File: config.mk
export PLATFORM = sky130hd
export DESIGN_NAME = bus_master
export DESIGN_NICKNAME = d
export VERILOG_FILES = /design/src/core/bus_master.v
export VERILOG_INCLUDE_DIRS = /design/src /design/src/core
export SDC_FILE = /design/constraint.sdc
export NUM_CORES = 1
export LEC_CHECK = 0
export BUFFER_PORTS_ARGS = -buffer_cell sky130_fd_sc_hd__buf_4
export CAP_MARGIN = 20
export CORE_MARGIN = 2
export CORE_UTILIZATION = 35
export CTS_CLUSTER_SIZE = 14
export DETAILED_ROUTE_END_ITERATION = 6
export SYNTH_ARGS = -nofsm -noshare
export SYNTH_HDL_FRONTEND = slang
export SYNTH_SLANG_ARGS = --single-unit
export TNS_END_PERCENT = 10
File: constraint.sdc
create_clock -name clk -period 3.3 [get_ports clk]
set_input_delay 0.66 -clock clk [delete_from_list [all_inputs] [get_ports clk]]
set_output_delay 0.66 -clock clk [all_outputs]
set_load 0.005 [all_outputs]
File: src/core/bus_master_map.vh
// bus master constants: sizes, acknowledge codes, timing counts
// assumes inclusion by the bus master design file and by the testbench
`ifndef BUS_MASTER_MAP_VH
`define BUS_MASTER_MAP_VH

// transfer size codes on the two size pins
`define SIZE_LONG      2'h0
`define SIZE_BYTE      2'h1
`define SIZE_WORD      2'h2
`define SIZE_THREE     2'h3

// acknowledge patterns {upper, lower}, active low
`define ACK_WAIT       2'h3
`define ACK_PORT8      2'h2
`define ACK_PORT16     2'h1
`define ACK_RESERVED   2'h0

// reset drive length in clock cycles, counter width
`define RESET_HOLD_CYC 10'h200
`define RESET_CNT_W    10

// state codes
`define ST_IDLE        3'h0
`define ST_ADDR        3'h1
`define ST_WAIT        3'h2
`define ST_NEXT        3'h3
`define ST_HALTED      3'h4

// autovector base and fixed fields
`define AUTOVEC_BASE   8'h18
`define ZERO_BYTE      8'h00
`define ZERO_WORD      16'h0000
`define ZERO_LONG      32'h00000000
`define ADDR_ONE       32'h00000001
`define LEVEL_NMI      3'h7
`define LEVEL_NONE     3'h0

`endif

File: src/core/bus_master.v
// bus master: asynchronous cycles with dynamic 8/16-bit port sizing
// assumes a cpu side that issues one request and waits for done or fault
//
// Contract
// - both acknowledges high insert wait states
// - upper high lower low completes 8-bit
// - upper low lower high completes 16-bit
// - both low treated as 16-bit port
// - read latches data then ends cycle
// - address strobe asserts half clock in
// - lock indicator held across whole rmw
// - driven reset held at least 512 cycles
// - software reset spares processor state
// - external halt suspends bus, retry with fault
// - halt driven low on double fault
// - bus fault ends cycle as faulted
// - bus clock at half the system clock driven out to bus
// - word read captured from lines 15-0
// - word write driven on lines 15-0
// - byte reads from 15-8, msb first
// - per byte decrement size, increment address
// - long write first cycle drives upper bytes
// - size/a0 sequence 00/0,11/1,10/0,01/1
// - autovector makes vector internally
// - level 7 non-maskable, others masked
`timescale 1ns/100ps
`include "bus_master_map.vh"

module bus_master (
  // clock and reset
  input  wire        clk,
  input  wire        reset_n,
  // cpu request side
  input  wire        reqStart,
  input  wire        reqWrite,
  input  wire        reqLocked,
  input  wire        reqLockEnd,
  input  wire        reqIack,
  input  wire [1:0]  reqSize,
  input  wire [31:0] reqAddr,
  input  wire [31:0] reqData,
  input  wire        doubleFault,
  input  wire        softReset,
  input  wire [2:0]  intMask,
  output reg         reqDone_q,
  output reg         reqFault_q,
  output reg         reqRetry_q,
  output reg  [31:0] rdData_q,
  output reg  [7:0]  vector_q,
  output reg         busy_q,
  output reg  [2:0]  intLevel_q,
  output reg         modReset_q,
  // bus pins
  output reg  [31:0] addr_q,
  output reg  [15:0] dataOut_q,
  output reg         dataOe_q,
  input  wire [15:0] dataIn,
  output reg         xfer_size_hi,
  output reg         xfer_size_lo,
  output reg         rdWrite_n_q,
  output reg         addr_strobe_n,
  output reg         locked_rmw_n,
  input  wire        size_ack_upper,
  input  wire        size_ack_lower,
  input  wire        bus_fault_n,
  input  wire        auto_vector_req_n,
  output reg         bus_clock_out,
  // open-drain lines as three signals each
  input  wire        resetIn_n,
  output reg         resetOut_q,
  output reg         resetOe_q,
  input  wire        haltIn_n,
  output reg         haltOut_q,
  output reg         haltOe_q,
  // interrupt request levels, active low, 7 is non-maskable
  input  wire        nmi_level_req_n,
  input  wire [6:1]  irqLevel_n
);

  // ----------------------------------------------------------------
  // input synchronisers
  // ----------------------------------------------------------------
  reg  [4:0] syncA_q;
  reg  [4:0] syncB_q;
  wire [4:0] rawIn = {size_ack_upper, size_ack_lower, bus_fault_n, haltIn_n,
                      auto_vector_req_n};

  always @(posedge clk or negedge reset_n) begin
    if (!reset_n) begin
      syncA_q <= 5'h1F;
      syncB_q <= 5'h1F;
    end else begin
      syncA_q <= rawIn;
      syncB_q <= syncA_q;
    end
  end

  wire [1:0] ackS    = syncB_q[4:3];
  wire       faultS  = ~syncB_q[2];
  wire       haltS   = ~syncB_q[1];
  wire       avecS   = ~syncB_q[0];

  // ----------------------------------------------------------------
  // bus clock output, one bus phase per system clock
  // ----------------------------------------------------------------
  always @(posedge clk or negedge reset_n) begin
    if (!reset_n) begin
      bus_clock_out <= 1'b0;
    end else begin
      bus_clock_out <= ~bus_clock_out;
    end
  end

  // ----------------------------------------------------------------
  // bus cycle state machine
  // ----------------------------------------------------------------
  reg [2:0]  state_q;
  reg [2:0]  state_d;
  reg [1:0]  remain_q;
  reg [31:0] shift_q;
  reg        lockHeld_q;

  wire ackValid = (ackS != `ACK_WAIT);
  wire port8    = (ackS == `ACK_PORT8);
  // reserved pattern falls through as a 16-bit port
  wire port16   = ackValid && !port8;

  // the size counter walks long->three->word->byte on 8-bit ports
  wire [1:0] nextRemain = remain_q - 2'h1;
  wire       lastByte   = (remain_q == `SIZE_BYTE);
  wire       lastWord16 = port16 && (remain_q == `SIZE_WORD || remain_q == `SIZE_BYTE);
  // autovector alone ends an interrupt acknowledge cycle
  wire       avecEnd    = reqIack && avecS;
  wire       opComplete = (port8 && lastByte) || lastWord16;

  always @* begin
    state_d = state_q;
    case (state_q)
      `ST_IDLE: begin
        if (doubleFault) begin
          state_d = `ST_HALTED;
        end else if (reqStart && !haltS) begin
          state_d = `ST_ADDR;
        end
      end
      `ST_ADDR: begin
        state_d = `ST_WAIT;
      end
      `ST_WAIT: begin
        // only a fault or an autovector in an acknowledge cycle ends the cycle while both acknowledges are negated
        if (faultS) begin
          state_d = `ST_IDLE;
        end else if (ackValid || avecEnd) begin
          state_d = (opComplete || avecEnd) ? `ST_IDLE : `ST_NEXT;
        end
      end
      `ST_NEXT: begin
        // held while halt is asserted, and until the synchronised
        // acknowledge of the last cycle has cleared, so a stale one
        // cannot end the next cycle early
        if (!haltS && !ackValid && !faultS) begin
          state_d = `ST_ADDR;
        end
      end
      `ST_HALTED: begin
        state_d = `ST_HALTED;
      end
      default: begin
        state_d = `ST_IDLE;
      end
    endcase
  end

  // long operand split over the pending word: upper 16 bits go first
  wire [15:0] upperWord = shift_q[31:16];

  always @(posedge clk or negedge reset_n) begin
    if (!reset_n) begin
      state_q       <= `ST_IDLE;
      remain_q      <= `SIZE_LONG;
      shift_q       <= `ZERO_LONG;
      addr_q        <= `ZERO_LONG;
      dataOut_q     <= `ZERO_WORD;
      dataOe_q      <= 1'b0;
      rdWrite_n_q   <= 1'b1;
      addr_strobe_n <= 1'b1;
      xfer_size_hi  <= 1'b0;
      xfer_size_lo  <= 1'b0;
      reqDone_q     <= 1'b0;
      reqFault_q    <= 1'b0;
      reqRetry_q    <= 1'b0;
      rdData_q      <= `ZERO_LONG;
      vector_q      <= `ZERO_BYTE;
      busy_q        <= 1'b0;
      lockHeld_q    <= 1'b0;
      locked_rmw_n  <= 1'b1;
      haltOut_q     <= 1'b0;
      haltOe_q      <= 1'b0;
    end else begin
      state_q    <= state_d;
      reqDone_q  <= 1'b0;
      reqFault_q <= 1'b0;
      reqRetry_q <= 1'b0;
      case (state_q)
        `ST_IDLE: begin
          if (reqStart && !haltS && !doubleFault) begin
            remain_q     <= reqSize;
            shift_q      <= reqData;
            addr_q       <= reqAddr;
            rdWrite_n_q  <= ~reqWrite;
            xfer_size_hi <= reqSize[1];
            xfer_size_lo <= reqSize[0];
            busy_q       <= 1'b1;
            // lock runs from the first cycle until the cpu ends the sequence
            if (reqLocked) begin
              lockHeld_q   <= 1'b1;
              locked_rmw_n <= 1'b0;
            end
            // upper two bytes of a long, or the word itself, on 15-0
            dataOut_q    <= (reqSize == `SIZE_LONG) ? reqData[31:16] : reqData[15:0];
            dataOe_q     <= reqWrite;
          end
          if (reqLockEnd && lockHeld_q) begin
            lockHeld_q   <= 1'b0;
            locked_rmw_n <= 1'b1;
          end
        end
        `ST_ADDR: begin
          // strobe one clock after address setup, half a bus clock period
          addr_strobe_n <= 1'b0;
        end
        `ST_WAIT: begin
          if (faultS) begin
            addr_strobe_n <= 1'b1;
            dataOe_q      <= 1'b0;
            busy_q        <= 1'b0;
            reqFault_q    <= !haltS;
            reqRetry_q    <= haltS;
          end else if (ackValid || avecEnd) begin
            addr_strobe_n <= 1'b1;
            if (port8) begin
              // bytes arrive msb first on 15-8; 7-0 is ignored
              rdData_q <= {rdData_q[23:0], dataIn[15:8]};
              if (!lastByte) begin
                remain_q     <= nextRemain;
                addr_q       <= addr_q + `ADDR_ONE;
                xfer_size_hi <= nextRemain[1];
                xfer_size_lo <= nextRemain[0];
                shift_q      <= {shift_q[23:0], `ZERO_BYTE};
                dataOut_q    <= {shift_q[23:16], shift_q[15:8]};
              end
            end else begin
              if (remain_q == `SIZE_LONG || remain_q == `SIZE_THREE) begin
                rdData_q     <= {rdData_q[15:0], dataIn};
                remain_q     <= `SIZE_WORD;
                addr_q       <= addr_q + `ADDR_ONE + `ADDR_ONE;
                xfer_size_hi <= 1'b1;
                xfer_size_lo <= 1'b0;
                shift_q      <= {shift_q[15:0], `ZERO_WORD};
                dataOut_q    <= shift_q[15:0];
              end else begin
                rdData_q <= {rdData_q[15:0], dataIn};
              end
            end
            if (opComplete || avecEnd) begin
              dataOe_q  <= 1'b0;
              busy_q    <= 1'b0;
              reqDone_q <= 1'b1;
              if (reqIack) begin
                // autovector: vector from the level instead of the data bus
                vector_q <= avecS ? (`AUTOVEC_BASE + {5'h00, intLevel_q})
                                  : dataIn[7:0];
              end
            end
          end
        end
        `ST_HALTED: begin
          haltOut_q <= 1'b0;
          haltOe_q  <= 1'b1;
          busy_q    <= 1'b0;
        end
        default: begin
          addr_strobe_n <= 1'b1;
        end
      endcase
    end
  end

  // ----------------------------------------------------------------
  // reset line driver and module reset
  // ----------------------------------------------------------------
  reg [`RESET_CNT_W-1:0] rstCnt_q;

  always @(posedge clk or negedge reset_n) begin
    if (!reset_n) begin
      rstCnt_q   <= {`RESET_CNT_W{1'b0}};
      resetOut_q <= 1'b0;
      resetOe_q  <= 1'b0;
      modReset_q <= 1'b0;
    end else begin
      resetOut_q <= 1'b0;
      if (softReset && rstCnt_q == {`RESET_CNT_W{1'b0}}) begin
        rstCnt_q  <= `RESET_HOLD_CYC;
        resetOe_q <= 1'b1;
      end else if (rstCnt_q != {`RESET_CNT_W{1'b0}}) begin
        rstCnt_q <= rstCnt_q - {{(`RESET_CNT_W-1){1'b0}}, 1'b1};
      end else begin
        // released only after the full count, never one cycle short
        resetOe_q <= 1'b0;
      end
      // only on-chip modules: cpu state and this block stay intact
      modReset_q <= (rstCnt_q != {`RESET_CNT_W{1'b0}}) || !resetIn_n;
    end
  end

  // ----------------------------------------------------------------
  // interrupt level encoder
  // ----------------------------------------------------------------
  reg [2:0] level_d;
  integer   i;

  always @* begin
    level_d = `LEVEL_NONE;
    for (i = 1; i < 7; i = i + 1) begin
      if (!irqLevel_n[i] && (i[2:0] > intMask)) begin
        level_d = i[2:0];
      end
    end
    // level 7 ignores the mask
    if (!nmi_level_req_n) begin
      level_d = `LEVEL_NMI;
    end
  end

  always @(posedge clk or negedge reset_n) begin
    if (!reset_n) begin
      intLevel_q <= `LEVEL_NONE;
    end else begin
      intLevel_q <= level_d;
    end
  end

endmodule

======== Word-level counts from Yosys, hierarchy flattened ========
Cells that the tools add are included.
Widths: inputs -> output; s select.
word-level totals
  register bits ........................... 155
  bits of input ports ..................... 107
  output and inout bits ................... 107
  word-level logic and storage cells ...... 200
operators by class
  add/subtract/negate cells ............... 5
  $lt $le $gt $ge ......................... 6
  equality and inequality tests ........... 19
  muxes and demuxes ....................... 87
  bitwise logic cells ..................... 5
  reduce and logical (&&, ||, !) cells .... 52
operators with widths
  cell                   count
  $mux 32                7
  $mux 24                6
  $mux 16                7
  $add 32x1->32 const B  2
  $pmux 32 s2            1
  $pmux 24 s2            1
  $mux 1                 36
  $pmux 16 s2            1
  $mux 3                 9
  $mux 10                2
  $mux 2                 9
  $logic_and 1x1->1      16
  $ne 3x3->1 const B     5
  $pmux 3 s5             1
  $ne 2x2->1 const B     6
  $logic_not 1->1        10
  $logic_not 10->1       1
  $reduce_bool 10->1     1
  $sub 10x1->10 const B  1
  $gt 3x3->1 const A     3
  $reduce_and 3->1       3
  $mux 8                 1
  $reduce_and 4->1       2
  $reduce_bool 2->1      4
  21 further kinds       39

======== Logic depth before layout (Yosys ltp) ========
  depth after elaboration ................. 10
  depth in mapped cells ................... 11

======== Least setup slack after synthesis ========
No wires, ideal clock.
  path type ............................... register to register
  from .................................... register addr_q[0]
  to ...................................... register addr_q[28]
  library setup time ...................... 0.122 ns
  arrival ................................. 2.685 ns
  setup slack ............................. 0.492 ns
  stages on the path, launching flop included .. 11
  buffers on the path ..................... 1
  cell sequence ........................... dfrtp_1 ha_1 clkbuf_8 a21bo_2 o31ai_1 a2bb2oi_1 nor4b_1 nand4b_4 or4_1 nand3_1 a21oi_1
on the way
  cells in the longest elaborated chain, start to end .. 7
ends and longest elaborated chain
  what                                line              text
  start, declared                     bus_master.v:54   output reg [31:0] addr_q,
  start signal, assigned              bus_master.v:182  addr_q <= `ZERO_LONG;
  start signal, assigned              bus_master.v:209  addr_q <= reqAddr;
  start signal, assigned              bus_master.v:246  addr_q <= addr_q + `ADDR_ONE;
  $add 32x1->32 (no source line) (*)  n/a
  $add 32x1->32 (no source line)      n/a
  $mux 32                             bus_master.v:253  if (remain_q == `SIZE_LONG || remain_q == `SIZE_THREE) begin
  $mux 32 (*)                         bus_master.v:241  if (port8) begin
  $mux 32 (*)                         bus_master.v:239  end else if (ackValid || avecEnd) begin
  $mux 32 (*)                         bus_master.v:233  if (faultS) begin
  $pmux 32 s2 (*)                     bus_master.v:204  case (state_q)
Every way passes the cells marked *; elsewhere a longest branch is shown, timed or not. The select of a mux whose other input is x is not followed.
A chain may end at the register's enable or synchronous reset.

======== Final worst setup path ========
  from .................................... register addr_q[18]
  to ...................................... register addr_q[30]
Same word-level chain as after synthesis.

==> flow_summary.toml <==
[sta]
report.final.slew_viol_count = 0
max_slew.worst_pin.slew_ns = 0.714
maxSlewHeadroom_pct = 52.4
hold_viol_final = 0
hold_slack_ns = 0.234
setup_viol = 0
finalCritPeriodShare_pct = 91.3
setup_tns_ns = 0
rsz0062_at_grt = "false"
layout_setup_ws_ns = 0.286
fin_crit_ns = 3.01
fin_worst_skew_ns = 0.0121
fmax_mhz = 332

[cts]
clockBufferDepth = 2
worstSkewPairLatency_ns = 0.43
hold_buffers = 0
post_cts.resized_instances = 0
cts_root_buf = "clkbuf_16"
clk_pin_slew_ns = 0.08
cts-htree-levels = 4
cts_tree = "built"
clock-sinks = 153
postCtsSetupBuffers = 0
numCtsBuffers = 17

[floorplanning]
fp.dieArea_um2 = 26800
fp.dieH_um = 164
rows = 58
ioPinCount = 214
coreArea_um2 = 25100
die_w_um = 164
start_util_pct = 35.5

[global_route]
antenna_found_initial = 0
grt_pass1_wl_mm = 43.8
grt_pass1_vias = 8120
grt_max_degree = 78
grt_use_total_pct = 20.6
grt.overflow.total = 0

[yosys]
avgSynthCellArea_um2 = 8.50
yosysWarnings = 0
synth_top_area_share_pct = 39.3
synth_cells = 1049
ys_seq_area_share_pct = 43.1
yosys.area.top_type = "dfrtp_1"
synth_cell_types = 86
netlist_area_um2 = 8920
async_reset_ff_share_pct = 100
ys_ff_latch = 153
synth_area_leaders = "dfrtp_1 39%, nand2_1 9.4%, o21ai_0 4.7%"
ys.flop_type = "dfrtp_1"
synth_edf_count = 0

[setup_path]
crit_buf_inv = 0
cp_top_family = "simple AND/OR/NAND/NOR gates"
worstSetupStartpointType = "register"
slowest_delay_ns = 0.74
path_max_fanout = 10
crit_required_ns = 3.61
cp_slowest_cell = "or4_2"
critPathCaptureType = "register"
worstSetupPathType = "reg2reg"
worstPathCellList = "nand4_1 -> or4_2 -> nor4_2 -> o22ai_2 -> nor4b_2 -> nor3b_1 -> mux2i_1 -> nand3_1"
critPathArrivalTime_ns = 3.32

[placed_design]
finalWeightedCongestion = 0.898
post-place-ws_ns = 0.296
place_hpwl_mm = 19.5
port_buffers = 211

[detailed_routing]
drc_errors = 0
via_per_inst = 5.32
vias = 8433
first_iter_violations = 566
wl_per_cell_um = 17.3
drtPass1Iterations = 5
ant_nets = 0
wl_mm = 27.4

[cells_and_area]
area_growth_syn_to_layout_pct = 29.1
layout-drive-gt1-share_pct = 26.2
fin_nets = 1353
layout_commonest_cell = "buf_4"
diodes = 0
layout_common_cells = "246 x buf_4, 222 x nand2_1, 140 x dfrtp_1"

[hold_path]
min_path_type = "in2async"

[run_status]
status = "complete, no violations"

[power]
ir_worst_vdd_mv = 0.280
p_leak_uw = 0.00529
p_per_area_nw_per_um2 = 463

[run]
max_cap_violations = 0
## worst paths after layout
| check | start | endpoint | slack, ns | cells past startpoint |
|---|---|---|---|---|
| min in group clk | auto_vector_req_n | syncA_q[0]$_DFF_PN1_ | 0.34 | 1 |
| max in group asynchronous | reset_n | shift_q[10]$_DFFE_PN0P_ | 2.29 | 2 |
| max | addr_q[18]$_DFFE_PN0P_ | addr_q[30]$_DFFE_PN0P_ | 0.29 | 8 |
| max reg2reg | addr_q[18]$_DFFE_PN0P_ | addr_q[30]$_DFFE_PN0P_ | 0.29 | 8 |
| min reg2reg | syncA_q[4]$_DFF_PN1_ | syncB_q[4]$_DFF_PN1_ | 0.36 | 0 |
| min | reset_n | addr_q[14]$_DFFE_PN0P_ | 0.23 | 1 |
## metal layers
metal	wire (um)	track usage [%]	up-vias	part of all wire, %
li1	-	-	4137	-
met1	12900	29.3	4041	47
met2	12200	31.6	234	45
met3	1770	4.47	21	6.5
met4	439	5.42	0	1.6
met5	0	0	-	0
## synthesized netlist by cell type (17+ instances only)
cell type  number
dfrtp_1       140
nand2_1       223
clkbuf_1       53
a21oi_1        53
nor2_1         64
mux2i_1        37
o21ai_0        84
nand3_1        70
and3_1         17
inv_1          17
nor3_1         17
a31oi_1        21
## per-stage QoR
step                      total power, uW  utilization, %  instances  area, um^2
final                                5320            45.8       1585       11500
after global placement               3270            43.4       1553       10900
after global routing                 5600            45.8       1585       11500
after floorplan                      2790               -       1050        8920
after CTS                            5380            45.8       1585       11500
after detailed placement             3280            43.4       1553       10900
## flip-flops by register name (all words and copies together), names as in the netlist, 3 cells and up
register / cells
syncB_q: 5
rdData_q: 32
intLevel_q: 3
shift_q: 24
vector_q: 8
state_q: 3
addr_q: 32
rstCnt_q: 10
syncA_q: 5
dataOut_q: 16
## cell type report
| class | count | area [um^2] |
|---|---|---|
| Clock buffer | 17 | 425 |
| Clock inverter | 15 | 198 |
| Fill cell | 2537 | 13600 |
| Inverter | 17 | 63.8 |
| Multi-Input combinational cell | 802 | 4630 |
| Sequential cell | 153 | 3840 |
| Tap cell | 330 | 413 |
| Timing Repair Buffer | 251 | 1940 |
## where the power goes
group,internal (uW),switching [uW]
Clock,1100,978
Combinational,477,459
Sequential,2080,226
## logic make-up after synthesis
| family | synth area share, % |
|---|---|
| XOR/XNOR | 2.05 |
| buffers and inverters | 5.40 |
| AO/OA/AOI/OAI | 18.8 |
| flip-flops | 43.1 |
| adder cells (fa/ha/maj) | 0.561 |
| multiplexers | 4.28 |
| AND/OR/NAND/NOR | 25.8 |
| other | 0.0421 |
Note: power is estimated with default switching activity, not from simulation.
